`src/hw/spc_consts.vh`:
```
// Purpose: constants for the segment protection configuration decoder
// Assumes: byte-wide configuration words, one every two address units
// Notes:   definitions only
`ifndef SPC_CONSTS_VH
`define SPC_CONSTS_VH

// ************************************************************
// configuration word map
// ************************************************************
`define SPC_CFG_BASE        24'hf80000
`define SPC_CFG_LAST        24'hf80016
`define SPC_CFG_SPACE_LO    24'h800000
`define SPC_OFS_BOOT        24'hf80000
`define SPC_OFS_SECURE      24'hf80002
`define SPC_OFS_GENERAL     24'hf80004
`define SPC_OFS_OSC_SEL     24'hf80006
`define SPC_OFS_OSC         24'hf80008
`define SPC_OFS_WDT         24'hf8000a
`define SPC_OFS_POR         24'hf8000c
`define SPC_OFS_DEBUG       24'hf8000e
`define SPC_OFS_UID0        24'hf80010
`define SPC_OFS_UID1        24'hf80012
`define SPC_OFS_UID2        24'hf80014
`define SPC_OFS_UID3        24'hf80016

// ************************************************************
// implemented-bit masks, unimplemented bits read as zero
// ************************************************************
`define SPC_MASK_BOOT       8'hcf
`define SPC_MASK_SECURE     8'hcf
`define SPC_MASK_GENERAL    8'h07
`define SPC_MASK_OSC_SEL    8'h87
`define SPC_MASK_OSC        8'he7
`define SPC_MASK_WDT        8'hdf
`define SPC_MASK_POR        8'hf7
`define SPC_MASK_DEBUG      8'he3
`define SPC_MASK_UID        8'hff
`define SPC_ABSENT_WORD     8'hff
`define SPC_ERASED_WORD     8'hff

// ************************************************************
// field positions in boot and secure words
// ************************************************************
`define SPC_WRP_BIT         0
`define SPC_SIZE_LO         1
`define SPC_SIZE_HI         3
`define SPC_RAM_LO          6
`define SPC_RAM_HI          7

// ************************************************************
// segment end addresses and ram sizes
// ************************************************************
`define SPC_END_1K          24'h0007fe
`define SPC_END_4K          24'h001ffe
`define SPC_END_8K          24'h003ffe
`define SPC_END_16K         24'h007ffe
`define SPC_BRAM_128        13'd128
`define SPC_BRAM_256        13'd256
`define SPC_BRAM_1024       13'd1024
`define SPC_SRAM_256        13'd256
`define SPC_SRAM_2048       13'd2048
`define SPC_SRAM_4096       13'd4096

`endif

```
`src/hw/spc_segment_decode.v`:
```
// Purpose: holds the configuration words, decodes boot and secure protection
// Assumes: programming agent drives word writes; table port is the only path
// Notes:   decoded settings are latched at reset and stay steady afterwards
//
// How it works
// - programmed bits read zero; erased bits read one
// - words sit from the base, one per two address units, through last id byte
// - configuration space reachable only by table read and table write
// - unimplemented word bits read zero, save in the absent secure word
// - without secure segment, the secure word is absent and reads all ones
// - boot write-protect one allows boot writes, zero blocks them
// - boot size with both low bits set means no boot flash segment
// - codes 110/010: 1K boot segment to its end, standard or high security
// - codes 101/001: 4K boot segment, standard or high security
// - codes 100/000: 8K boot segment, standard or high security
// - boot ram field: none, 128, 256 or 1024 bytes
// - secure write-protect one allows writes, zero blocks them
// - secure size low bits both set means no secure flash segment
// - codes 110/010: secure from boot end to 4K end address
// - codes 101/001: secure from boot end to 8K end address
// - codes 100/000: secure from boot end to 16K end address
// - secure ram: none, 256, 2048 or 4096 bytes less boot ram
`timescale 1ns/100ps

`include "spc_consts.vh"

module spc_segment_decode #(
	parameter HAS_SECURE = 1'b1                      // secure segment fitted
) (
	input  wire        clk_in,                       // 50 MHz clock
	input  wire        rst_in,                       // sync reset, active high
	input  wire        tbl_rd_in,                    // table read strobe
	input  wire        tbl_wr_in,                    // table write (program) strobe
	input  wire        fetch_in,                     // program fetch or data access
	input  wire [23:0] tbl_addr_in,                  // table address
	input  wire [7:0]  tbl_wdata_in,                 // word to program
	output reg  [7:0]  tbl_rdata_out,                // table read data
	output reg         tbl_ack_out,                  // table access answered
	input  wire [23:0] chk_addr_in,                  // flash address to check
	input  wire        chk_wr_in,                    // write attempt to chk_addr_in
	output reg         chk_block_out,                // write refused
	output reg         boot_present_out,             // boot flash segment exists
	output reg         boot_high_sec_out,            // boot high security
	output reg  [23:0] boot_end_out,                 // boot segment end address
	output reg         boot_wr_ok_out,               // boot writes allowed
	output reg  [12:0] boot_ram_bytes_out,           // protected boot ram size
	output reg         sec_present_out,              // secure flash segment exists
	output reg         sec_high_sec_out,             // secure high security
	output reg  [23:0] sec_end_out,                  // secure segment end address
	output reg         sec_wr_ok_out,                // secure writes allowed
	output reg  [12:0] sec_ram_bytes_out             // protected secure ram size
);

	// ************************************************************
	// nonvolatile word storage
	// ************************************************************
	reg [7:0] cfg_q [0:11];
	reg [7:0] rd_d;
	reg       hit_d;
	reg [3:0] idx_d;
	reg [7:0] mask_d;
	integer   i;

	// address to index, only even offsets in the window are words
	always @* begin
		hit_d = 1'b0;
		idx_d = 4'h0;
		if (tbl_addr_in >= `SPC_CFG_BASE && tbl_addr_in <= `SPC_CFG_LAST
		    && !tbl_addr_in[0]) begin
			hit_d = 1'b1;
			idx_d = tbl_addr_in[4:1];
		end
	end

	// mask per word index
	always @* begin
		case (idx_d)
		4'd0:    mask_d = `SPC_MASK_BOOT;
		4'd1:    mask_d = `SPC_MASK_SECURE;
		4'd2:    mask_d = `SPC_MASK_GENERAL;
		4'd3:    mask_d = `SPC_MASK_OSC_SEL;
		4'd4:    mask_d = `SPC_MASK_OSC;
		4'd5:    mask_d = `SPC_MASK_WDT;
		4'd6:    mask_d = `SPC_MASK_POR;
		4'd7:    mask_d = `SPC_MASK_DEBUG;
		default: mask_d = `SPC_MASK_UID;
		endcase
	end

	// read value: absent secure word reads ones, unused bits zero
	always @* begin
		if (!hit_d)
			rd_d = 8'h00;
		else if (idx_d == 4'd1 && !HAS_SECURE)
			rd_d = `SPC_ABSENT_WORD;
		else
			rd_d = cfg_q[idx_d] & mask_d;
	end

	// storage survives reset, as flash would; fetches never reach it
	always @(posedge clk_in) begin
		if (tbl_wr_in && !fetch_in && hit_d
		    && !(idx_d == 4'd1 && !HAS_SECURE))
			cfg_q[idx_d] <= tbl_wdata_in;
	end

	// erased flash starts all ones in simulation
	initial begin
		for (i = 0; i < 12; i = i + 1)
			cfg_q[i] = `SPC_ERASED_WORD;
	end

	// table port answer, one cycle after the strobe
	always @(posedge clk_in) begin
		if (rst_in) begin
			tbl_rdata_out <= 8'h00;
			tbl_ack_out   <= 1'b0;
		end else begin
			tbl_ack_out <= (tbl_rd_in | tbl_wr_in) & ~fetch_in;
			if (tbl_rd_in && !fetch_in)
				tbl_rdata_out <= rd_d;
		end
	end

	// ************************************************************
	// decode of boot and secure words
	// ************************************************************
	wire [7:0] boot_w = cfg_q[0];
	wire [7:0] sec_w  = HAS_SECURE ? cfg_q[1] : `SPC_ABSENT_WORD;
	wire [2:0] bsz    = boot_w[`SPC_SIZE_HI:`SPC_SIZE_LO];
	wire [2:0] ssz    = sec_w[`SPC_SIZE_HI:`SPC_SIZE_LO];
	wire [1:0] brs    = boot_w[`SPC_RAM_HI:`SPC_RAM_LO];
	wire [1:0] srs    = sec_w[`SPC_RAM_HI:`SPC_RAM_LO];
	wire        bpres_d;
	wire        bhigh_d;
	wire [23:0] bend_d;
	wire [12:0] bram_d;
	wire        spres_d;
	wire        shigh_d;
	wire [23:0] send_d;
	wire [12:0] sraw_d;
	reg  [12:0] sram_d;

	// boot flash: 1K, 4K or 8K instruction words from address zero
	spc_flash_size_decode #(
		.END_SMALL    (`SPC_END_1K),
		.END_MID      (`SPC_END_4K),
		.END_LARGE    (`SPC_END_8K)
	) u_boot_flash_size (
		.size_in      (bsz),
		.present_out  (bpres_d),
		.high_sec_out (bhigh_d),
		.end_out      (bend_d)
	);

	// secure flash: runs on from the boot end to the 4K, 8K or 16K end
	spc_flash_size_decode #(
		.END_SMALL    (`SPC_END_4K),
		.END_MID      (`SPC_END_8K),
		.END_LARGE    (`SPC_END_16K)
	) u_secure_flash_size (
		.size_in      (ssz),
		.present_out  (spres_d),
		.high_sec_out (shigh_d),
		.end_out      (send_d)
	);

	// boot ram: none, 128, 256 or 1024 bytes
	spc_ram_size_decode #(
		.SIZE_SMALL   (`SPC_BRAM_128),
		.SIZE_MID     (`SPC_BRAM_256),
		.SIZE_LARGE   (`SPC_BRAM_1024)
	) u_boot_ram_size (
		.code_in      (brs),
		.bytes_out    (bram_d)
	);

	// secure ram before the boot ram is taken off
	spc_ram_size_decode #(
		.SIZE_SMALL   (`SPC_SRAM_256),
		.SIZE_MID     (`SPC_SRAM_2048),
		.SIZE_LARGE   (`SPC_SRAM_4096)
	) u_secure_ram_size (
		.code_in      (srs),
		.bytes_out    (sraw_d)
	);

	// secure ram is net of boot ram; a boot area at least as large
	// leaves nothing rather than wrapping round to a huge size
	always @* begin
		if (sraw_d <= bram_d)
			sram_d = 13'd0;
		else
			sram_d = sraw_d - bram_d;
	end

	// ************************************************************
	// settings latched at reset; runtime programming waits for next reset
	// ************************************************************
	always @(posedge clk_in) begin
		if (rst_in) begin
			boot_present_out   <= bpres_d;
			boot_high_sec_out  <= bhigh_d;
			boot_end_out       <= bend_d;
			boot_wr_ok_out     <= boot_w[`SPC_WRP_BIT];
			boot_ram_bytes_out <= bram_d;
			sec_present_out    <= spres_d;
			sec_high_sec_out   <= shigh_d;
			sec_end_out        <= send_d;
			sec_wr_ok_out      <= sec_w[`SPC_WRP_BIT];
			sec_ram_bytes_out  <= sram_d;
		end
	end

	// ************************************************************
	// write check against latched segments
	// ************************************************************
	wire in_boot = boot_present_out && chk_addr_in <= boot_end_out;
	wire in_sec  = sec_present_out && !in_boot && chk_addr_in <= sec_end_out
	               && (!boot_present_out || chk_addr_in > boot_end_out);

	// refusal registered one cycle after the attempt
	always @(posedge clk_in) begin
		if (rst_in)
			chk_block_out <= 1'b0;
		else
			chk_block_out <= chk_wr_in &&
			    ((in_boot && !boot_wr_ok_out) ||
			     (in_sec && !sec_wr_ok_out));
	end

endmodule

// ************************************************************
// flash size code decode, one copy per segment word
// ************************************************************
// both low bits set means no segment; the top bit picks the
// security level, zero meaning high; an absent segment reports
// end address zero so the output is never left undefined
module spc_flash_size_decode #(
	parameter [23:0] END_SMALL = `SPC_END_1K,             // end for low bits 10
	parameter [23:0] END_MID   = `SPC_END_4K,             // end for low bits 01
	parameter [23:0] END_LARGE = `SPC_END_8K              // end for low bits 00
) (
	input  wire [2:0]  size_in,                           // size code field
	output reg         present_out,                       // segment defined
	output reg         high_sec_out,                      // high security chosen
	output reg  [23:0] end_out                            // last address, zero if none
);

	// low bits pick the end; both security levels share one end address
	always @* begin
		present_out  = 1'b1;
		high_sec_out = ~size_in[2];
		case (size_in[1:0])
		2'b10: begin
			end_out = END_SMALL;
		end
		2'b01: begin
			end_out = END_MID;
		end
		2'b00: begin
			end_out = END_LARGE;
		end
		default: begin
			present_out = 1'b0;
			end_out     = 24'h000000;
		end
		endcase
	end

endmodule

// ************************************************************
// ram size code decode, one copy per segment word
// ************************************************************
// both bits set means no protected ram; sizes are byte counts
module spc_ram_size_decode #(
	parameter [12:0] SIZE_SMALL = `SPC_BRAM_128,          // bytes for code 10
	parameter [12:0] SIZE_MID   = `SPC_BRAM_256,          // bytes for code 01
	parameter [12:0] SIZE_LARGE = `SPC_BRAM_1024          // bytes for code 00
) (
	input  wire [1:0]  code_in,                           // ram size code field
	output reg  [12:0] bytes_out                          // protected bytes, zero if none
);

	// plain lookup; thirteen bits hold the largest size
	always @* begin
		case (code_in)
		2'b10: begin
			bytes_out = SIZE_SMALL;
		end
		2'b01: begin
			bytes_out = SIZE_MID;
		end
		2'b00: begin
			bytes_out = SIZE_LARGE;
		end
		default: begin
			bytes_out = 13'd0;
		end
		endcase
	end

endmodule

```
`config.mk`:
```
export PLATFORM = sky130hd
export DESIGN_NAME = spc_segment_decode
export DESIGN_NICKNAME = d
export VERILOG_FILES = /design/src/hw/spc_segment_decode.v
export VERILOG_INCLUDE_DIRS = /design/src /design/src/hw
export SDC_FILE = /design/constraint.sdc
export NUM_CORES = 1
export LEC_CHECK = 0
export CORE_MARGIN = 2
export CORE_UTILIZATION = 68
export DETAILED_ROUTE_END_ITERATION = 10
export DONT_BUFFER_PORTS = 1
export PLACE_DENSITY = 0.84
export SLEW_MARGIN = 30
export SYNTH_ARGS = -nofsm -noshare
export SYNTH_HDL_FRONTEND = slang
export SYNTH_SLANG_ARGS = --single-unit
```
`constraint.sdc`:
```
create_clock -name clk_in -period 4.1 [get_ports clk_in]
set_input_delay 0.82 -clock clk_in [delete_from_list [all_inputs] [get_ports clk_in]]
set_output_delay 0.82 -clock clk_in [all_outputs]
set_load 0.1 [all_outputs]
```
* After elaboration in Yosys (flattened, before gate mapping)
Memories as Yosys holds them, arrays and structs flattened. Cells that the tools add are included.
Word-level totals: logic and storage cells 74, memories 2, register bits 90, bits of input ports 62, bits in read-only memories 48, RAM bits 96, output and inout port bits 90
Cells by class: order comparisons 6, equality and inequality tests 8, reductions and logical operators 26, mux-type cells 12, add/sub/neg operators 1, bitwise gates (word level) 6
Memories:
- cfg_q | words 12, width 8, rd ports 3, clocked after Yosys merged registers in 0, write ports 1, line spc_segment_decode.v:57 | reg [7:0] cfg_q [0:11];
- (name not given) | words 8, width 6, rd ports 1, clocked after Yosys merged registers in 0, write ports 0, line spc_segment_decode.v:77 | case (idx_d)
Operator list (count):
- $le A24 B24 Y1 | 2
- $pmux W15 S3 | 1
- $pmux W14 S3 | 1
- $pmux W13 S3 | 1
- $pmux W11 S3 | 1
- $ge A24 B24 Y1 const B | 1
- $gt A24 B24 Y1 | 1
- $le A24 B24 Y1 const B | 1
- $mux W8 | 2
- $le A13 B13 Y1 | 1
- $sub A13 B13 Y13 | 1
- $logic_and A1 B1 Y1 | 12
- $and A8 B8 Y8 | 1
- $eq A2 B1 Y1 const B | 4
- $eq A2 B2 Y1 const B | 4
- $logic_not A2 Y1 | 4
- $logic_not A1 Y1 | 6
- $reduce_or A3 Y1 | 2
- $mux W1 | 5
- $mux W4 | 1
- $not A1 Y1 | 3
- $logic_or A1 B1 Y1 | 2
- $and A1 B1 Y1 | 1
- $or A1 B1 Y1 | 1

* Logic depth before layout (Yosys ltp)
Gate-level depths: netlist of the first run.
depth after elaboration 9, mapped depth 8, depth with buffers taken out 8

* By module
From an unflattened synthesis of the first run, not the netlist that was laid out.
Unflattened totals: cell total of the unflattened synthesis 741, area total of the unflattened synthesis 8814.7 um2
Modules (own cells, without submodules):
- spc_segment_decode | area each 8251.7 um2, cells an instance 659, instances 1, seq. area each 5034.8 um2
- spc_flash_size_decode | area each 183.9 um2, cells an instance 27, instances 2, seq. area each 0.0 um2
- spc_ram_size_decode | area each 97.6 um2, cells an instance 14, instances 2, seq. area each 0.0 um2

* Least setup slack after synthesis of the first run
OpenSTA, ideal clock, no wires.
path kind register -> register, start point register boot_end_out[10], end point register chk_block_out, path buffers 0, slack 1032 ps, data required time 3979 ps, clock period less this slack 3068 ps, stages on the path, launching flop included 8, library setup time 121 ps, data arrival time 2948 ps, cells stage by stage edfxtp_1 > inv_1 > ha_1 > a2111oi_0 > o21ai_0 > a221oi_1 > o21ai_0 > mux2_2
Between the ends: cells in the longest elaborated chain, start to end 9, elaborated cells on any way between the ends 12, classes of those cells order compare (2); reduce/logical (10)
RTL lines:
- from (decl) | line spc_segment_decode.v:44 | output reg [23:0] boot_end_out,
- from (signal assigned) | line spc_segment_decode.v:204 | boot_end_out <= bend_d;
- $le A24 B24 Y1 | line spc_segment_decode.v:218 | wire in_boot = boot_present_out && chk_addr_in <= boot_end_out;
- $logic_and A1 B1 Y1 | line spc_segment_decode.v:218
- $logic_not A1 Y1 | line spc_segment_decode.v:219 | wire in_sec = sec_present_out && !in_boot && chk_addr_in <= sec_end_out
- $logic_and A1 B1 Y1 (2 in series) | line spc_segment_decode.v:219
- $logic_and A1 B1 Y1 | line spc_segment_decode.v:220 | && (!boot_present_out || chk_addr_in > boot_end_out);
- $logic_and A1 B1 Y1 | line spc_segment_decode.v:229 | (in_sec && !sec_wr_ok_out));
- $logic_or A1 B1 Y1 * | line spc_segment_decode.v:228 | ((in_boot && !boot_wr_ok_out) ||
- $logic_and A1 B1 Y1 * | line spc_segment_decode.v:227 | chk_block_out <= chk_wr_in &&
- to (signal assigned) | line spc_segment_decode.v:227
- to (decl) | line spc_segment_decode.v:41 | output reg chk_block_out,
Mark *: on every way between the ends. The rest lies on a longest branch, timed or not. A chain may end at the register's enable or synchronous reset.

==> results.toml, run 1 <==
[outcome]
status = "completed"

[power_and_ir_drop]
pwr-share-comb = 0.137
intPower_w = 0.00156
p_sw_w = 0.000693
clock_power_share = 0.314
seqPwrFrac = 0.549
power_density_mw_per_mm2 = 393
p_leak_nw = 2.14
switching_share = 0.307
p_total_w = 0.00226
ir_worst_vdd_mv = 0.226

[sta]
slew_viol_final = 0
skew_ns = 0.0153
rsz0062_at_grt = "no"
tightest_slew_ns = 0.997
hold_viol_final = 0
fmax_ghz = 0.332
fin_crit_ns = 3.01
finalSetupTns_ns = 0
finalSetupViolCount = 0
maxSlewHeadroom = 0.334
fin_ws_ns = 1.09
finalCritPeriodShare = 0.734

[floorplan]
die_y_um = 94.2
die-area_mm2 = 0.00888
rows = 32
die_w_um = 94.2
start_util = 0.709
io_pins = 152
core-area_mm2 = 0.00781

[cts]
cts_max_path_buffers = 2
clk_pin_slew_ns = 0.12
cts_root_buf = "clkbuf_8"
clock_latency_ns = 0.38
htreeDepth = 3
cts_hold_buf = 0
cts_tree = "built"
cts_resized = 0
post_cts_buffers = 0
cts_sinks = 108
cts_buffers = 9

[critical_path]
endpoint_kind = "primary output"
ff2ff_path_depth = 9
r2r_setup_slack_ns = 1.24
rr_endpoint = "chk_block_out$_SDFF_PP0_"
rr_startpoint = "boot_end_out[10]$_DFFE_PP_"
path_class = "reg -> out"
required_ns = 3.28
critPathMaxFanout = 12
arrival_ns = 2.19
startpoint_type = "register"

[global_routing]
grt_usage = 0.274
grt_max_degree = 34
grt_pass1_wl_mm = 17.9
antenna_found_initial = 0
grt.overflow.total = 0
grt_pass1_vias = 3439

[synth]
yosysWarnings = 0
synth_area_mm2 = 0.00554
yosys.cell_types.count = 54
avgSynthCellArea_um2 = 12.2
synthCells = 453
synth_edf_count = 98
ys_async_sr_fraction = 0
yosys_register_bits = 108
ys.flop_type = "edfxtp_1"
ys_seq_area_frac = 0.568

[route]
final_antenna_net_count = 0
routed_via_density = 6.50
vias = 3537
drt_iter0_drc = 415
remaining_drc_errors = 0
first_pass_iters = 5
wirelength_mm = 11.8
drt-wirelength-per-cell_um = 21.8

[place]
dp_hpwl_mm = 8.57
port_buffers = 0
preCtsSetupSlack_ns = 0.826
place_congestion = 0.871

[min_path]
min_path_cells = 0
hp-start = "cfg_q[1][0]$_DFFE_PP_"
holdPathEnd = "sec_wr_ok_out$_DFFE_PP_"
hp-class = "reg -> reg"

[finish]
final_nets = 530
layout_common_cells = "edfxtp_1 (98), conb_1 (38), nor2_1 (37), nand2_1 (36), ha_1 (29)"
antenna_cells = 0
fill_cells = 481
syn2layout_area_growth_pct = 3.52
layout_commonest_cell = "edfxtp_1"
drive_above_1_share = 0.0995

[job]
maxCapViolations = 0
[state kept, by name (all words and copies together) (netlist names)]
register	count
boot_high_sec_out	1
chk_block_out	1
tbl_ack_out	1
sec_end_out	3
tbl_rdata_out	8
cfg_q	79
boot_wr_ok_out	1
sec_wr_ok_out	1
boot_ram_bytes_out	3
sec_high_sec_out	1
boot_end_out	3
sec_ram_bytes_out	6
[cell usage after synthesis, drive strengths merged, types with 5 or more instances]
library cell,n,area share
inv,24,0.016
dfxtp,10,0.036
ha,29,0.066
buf,70,0.091
nor4,9,0.011
nand2b,9,0.010
nand2,38,0.027
o21ai,23,0.021
mux4,7,0.028
mux2i,11,0.020
nand4,6,0.0068
nand4b,5,0.0079
a21oi,11,0.0099
a211oi,5,0.0068
nor3,7,0.0093
edfxtp,98,0.53
nor2,38,0.026
[cell families (layout without fill, tap and decap cells)]
| kind of cell | count (synthesis) | in the layout | synth area share |
|---|---|---|---|
| AND/OR/NAND/NOR | 128 | 128 | 0.120 |
| flip-flops | 108 | 108 | 0.568 |
| buffers and inverters | 98 | 50 | 0.110 |
| AO/OA/AOI/OAI | 67 | 67 | 0.0773 |
| adder cells (fa/ha/maj) | 31 | 31 | 0.0728 |
| multiplexers | 20 | 20 | 0.0524 |
| other | 1 | 38 | 0.000677 |
[metal layers]
metal  global-route usage  vias to the layer above  part of all wire
li1                     -                     1525                 -
met1                0.329                     1677              0.34
met2                0.456                      286              0.51
met3               0.0658                       49              0.11
met4                0.153                        0             0.041
met5                    0                        -                 0
[critical path, stage by stage, from the launching register on]
cell and delay, ns:
edfxtp_1 0.54, buf_12 0.97, buf_16 0.25
[how the worst max path moves through the flow]
stage,from,slack (ns),endpoint,cells after the start
floorplan,boot_end_out[10]$_DFFE_PP_,1.03,chk_block_out$_SDFF_PP0_,7
global placement,tbl_addr_in[9],0.98,cfg_q[11][5]$_DFFE_PP_,6
detailed placement,tbl_addr_in[9],0.83,cfg_q[9][0]$_DFFE_PP_,6
CTS,sec_end_out[12]$_DFFE_PP_,1.09,sec_present_out,2
global route,sec_end_out[12]$_DFFE_PP_,1.04,sec_present_out,2
finish,sec_end_out[12]$_DFFE_PP_,1.09,sec_present_out,2
[cell type report]
| type | count | area (um^2) | area share |
|---|---|---|---|
| Multi-Input combinational cell | 284 | 1930 | 0.336 |
| Sequential cell | 108 | 3140 | 0.548 |
| Clock inverter | 7 | 100 | 0.0175 |
| Clock buffer | 9 | 124 | 0.0216 |
| Tap cell | 102 | 128 | 0.0223 |
| Inverter | 24 | 90.1 | 0.0157 |
| Timing Repair Buffer | 10 | 220 | 0.0384 |
[power by group through the flow]
stage / registers, W / logic (W) / clock network (W)
finish: 0.00124 / 0.000310 / 0.000707
global placement: 0.00126 / 0.000299 / 0
CTS: 0.00124 / 0.000305 / 0.000709
floorplan: 0.00127 / 0.000314 / 0
global route: 0.00124 / 0.000323 / 0.000751
detailed placement: 0.00126 / 0.000304 / 0
[metrics by stage]
stage / utilization / std cells / instance area, um^2 / hold slack, ns
global route: 0.734 / 544 / 5730 / 0.472
floorplan: - / 490 / 5680 / 0.426
global placement: 0.702 / 527 / 5480 / 0.432
detailed placement: 0.702 / 527 / 5480 / 0.440
CTS: 0.731 / 543 / 5700 / 0.466
finish: 0.734 / 544 / 5730 / 0.469
Power figures use the tool's default switching activity.
==> inputs of run 2 (changes only) <==
--- a/config.mk
+++ b/config.mk
@@ -7,10 +7,10 @@
 export NUM_CORES = 1
 export LEC_CHECK = 0
 export CORE_MARGIN = 2
-export CORE_UTILIZATION = 68
+export CORE_UTILIZATION = 63
 export DETAILED_ROUTE_END_ITERATION = 10
 export DONT_BUFFER_PORTS = 1
-export PLACE_DENSITY = 0.84
+export PLACE_DENSITY = 0.79
 export SLEW_MARGIN = 30
 export SYNTH_ARGS = -nofsm -noshare
 export SYNTH_HDL_FRONTEND = slang
==> constraint.sdc (replaced) <==
create_clock -name clk_in -period 3 [get_ports clk_in]
set_input_delay 0.6 -clock clk_in [delete_from_list [all_inputs] [get_ports clk_in]]
set_output_delay 0.6 -clock clk_in [all_outputs]
set_load 0.1 [all_outputs]
==> run 2 against run 1 <==
Against the previous run:
- count of clock-buffer cells in the layout unchanged
- cell count grew 2.9%
- clock power up 26%
- worst setup slack worse by 0.62 ns
- sequential power up 36%
- first-iteration DRC count down 30%
- critical path depth unchanged
- highest routed layer unchanged
- worst hold slack lost 0.19 ns
==> results.toml, run 2 (synthesized netlist as in run 1, its figures left out) <==
[cts]
cts_hold_buf = 0
cts_resized = 0
cts_sinks = 108
clk_pin_slew_ns = 0.12
cts_root_buf = "clkbuf_8"
post_cts_buffers = 0
htreeDepth = 3
cts_tree = "built"
cts_max_path_buffers = 2
cts_buffers = 9
clock_latency_ns = 0.39

[floorplan]
rows = 34
die-area_mm2 = 0.00956
die_w_um = 97.8
core-area_mm2 = 0.00864
start_util = 0.641
die_y_um = 97.8
io_pins = 152

[critical_path]
endpoint_kind = "primary output"
startpoint_type = "register"
required_ns = 2.40
critPathMaxFanout = 11
path_class = "reg -> out"
arrival_ns = 1.93

[power_and_ir_drop]
pwr-share-comb = 0.141
p_sw_w = 0.000946
ir_worst_vdd_mv = 0.373
power_density_mw_per_mm2 = 519
switching_share = 0.315
p_leak_nw = 2.18
clock_power_share = 0.297
seqPwrFrac = 0.562
intPower_w = 0.00205

[finish]
drive_above_1_share = 0.122
layout_common_cells = "edfxtp_1 (98), conb_1 (38), nor2_1 (37), nand2_1 (36), ha_1 (29)"
layout_commonest_cell = "edfxtp_1"
fill_cells = 616
final_util = 0.670
syn2layout_area_growth_pct = 4.45
final_nets = 540
antenna_cells = 0
top_regs = "cfg_q: 79 flops, tbl_rdata_out: 8 flops, sec_ram_bytes_out: 6 flops"
top_register = "cfg_q"
largest_reg_flops = 79

[route]
remaining_drc_errors = 0
routed_via_density = 6.13
final_antenna_net_count = 0
drt-wirelength-per-cell_um = 19.7
vias = 3431
first_pass_iters = 5
wirelength_mm = 11.1
drt_iter0_drc = 290

[global_routing]
grt_usage = 0.235
grt_max_degree = 34
grt_pass1_wl_mm = 17.2
grt_pass1_vias = 3321
grt.overflow.total = 0
antenna_found_initial = 0

[sta]
fmax_ghz = 0.395
finalCritPeriodShare = 0.843
tightest_slew_ns = 0.998
finalSetupTns_ns = 0
rsz0062_at_grt = "no"
hold_viol_final = 0
skew_ns = 0.0135
fin_crit_ns = 2.53
slew_viol_final = 0
finalSetupViolCount = 0
fin_ws_ns = 0.471
maxSlewHeadroom = 0.334

[place]
place_congestion = 0.947
dp_hpwl_mm = 8.10
port_buffers = 0
preCtsSetupSlack_ns = 0.161

[job]
maxCapViolations = 0

[outcome]
status = "completed"

[min_path]
hp-class = "in -> reg"
run 2: cell count changes in the layout (fill, tap and decap cells not counted), sizes merged:
cell / before / now
buf: 10 / 20
bufinv: 1 / 0
clkinv: 1 / 3
inv: 29 / 28
run 2: cell type report:
type,instances,area (um^2),area share
clock buffers,9,124,0.0214
clock inverters,7,86.3,0.0149
inverters,24,90.1,0.0156
multi-input cells,284,1930,0.333
flip-flops and latches,108,3140,0.543
well taps,108,135,0.0234
repair buffers,20,279,0.0482
run 2: critical path, cell delays in order, from the launching register on:
cell and delay [ns]:
edfxtp_1 0.44, buf_12 0.82, buf_16 0.25
run 2: final timing paths:
check                                                endpoint  slack [ns]  cells past startpoint                       start
worst max register to register       chk_block_out$_SDFF_PP0_        0.68                      7  boot_end_out[10]$_DFFE_PP_
worst min register to register       boot_wr_ok_out$_DFFE_PP_        0.47                      0       cfg_q[0][0]$_DFFE_PP_
worst min-delay path            tbl_rdata_out[4]$_SDFFE_PP0P_        0.28                      1                      rst_in
worst max-delay path                         boot_end_out[10]        0.47                      2  boot_end_out[10]$_DFFE_PP_
run 2: per-stage QoR:
step | instance area [um^2] | std cells | total power, W | hold WS [ns]
3_3_place_gp | 5570 | 544 | 0.00214 | 0.440
6_report | 5780 | 560 | 0.00300 | 0.276
5_1_grt | 5780 | 560 | 0.00308 | 0.254
4_1_cts | 5780 | 560 | 0.00301 | 0.258
2_1_floorplan | 5680 | 490 | 0.00217 | 0.426
3_5_place_dp | 5570 | 544 | 0.00214 | 0.445
run 2: metal layers:
metal | GRT usage | vias to the layer above | routed length, um
met2 | 0.379 | 211 | 5430
li1 | - | 1559 | -
met3 | 0.0680 | 30 | 1140
met4 | 0.101 | 0 | 301
met5 | 0 | - | 0
met1 | 0.302 | 1631 | 4190
run 2: power groups by stage:
stage	Combinational, W	Sequential (W)	Clock, W
5_1_grt	0.000441	0.00169	0.000954
4_1_cts	0.000422	0.00169	0.000900
3_5_place_dp	0.000421	0.00172	0
2_1_floorplan	0.000429	0.00174	0
6_report	0.000423	0.00169	0.000890
3_3_place_gp	0.000416	0.00172	0
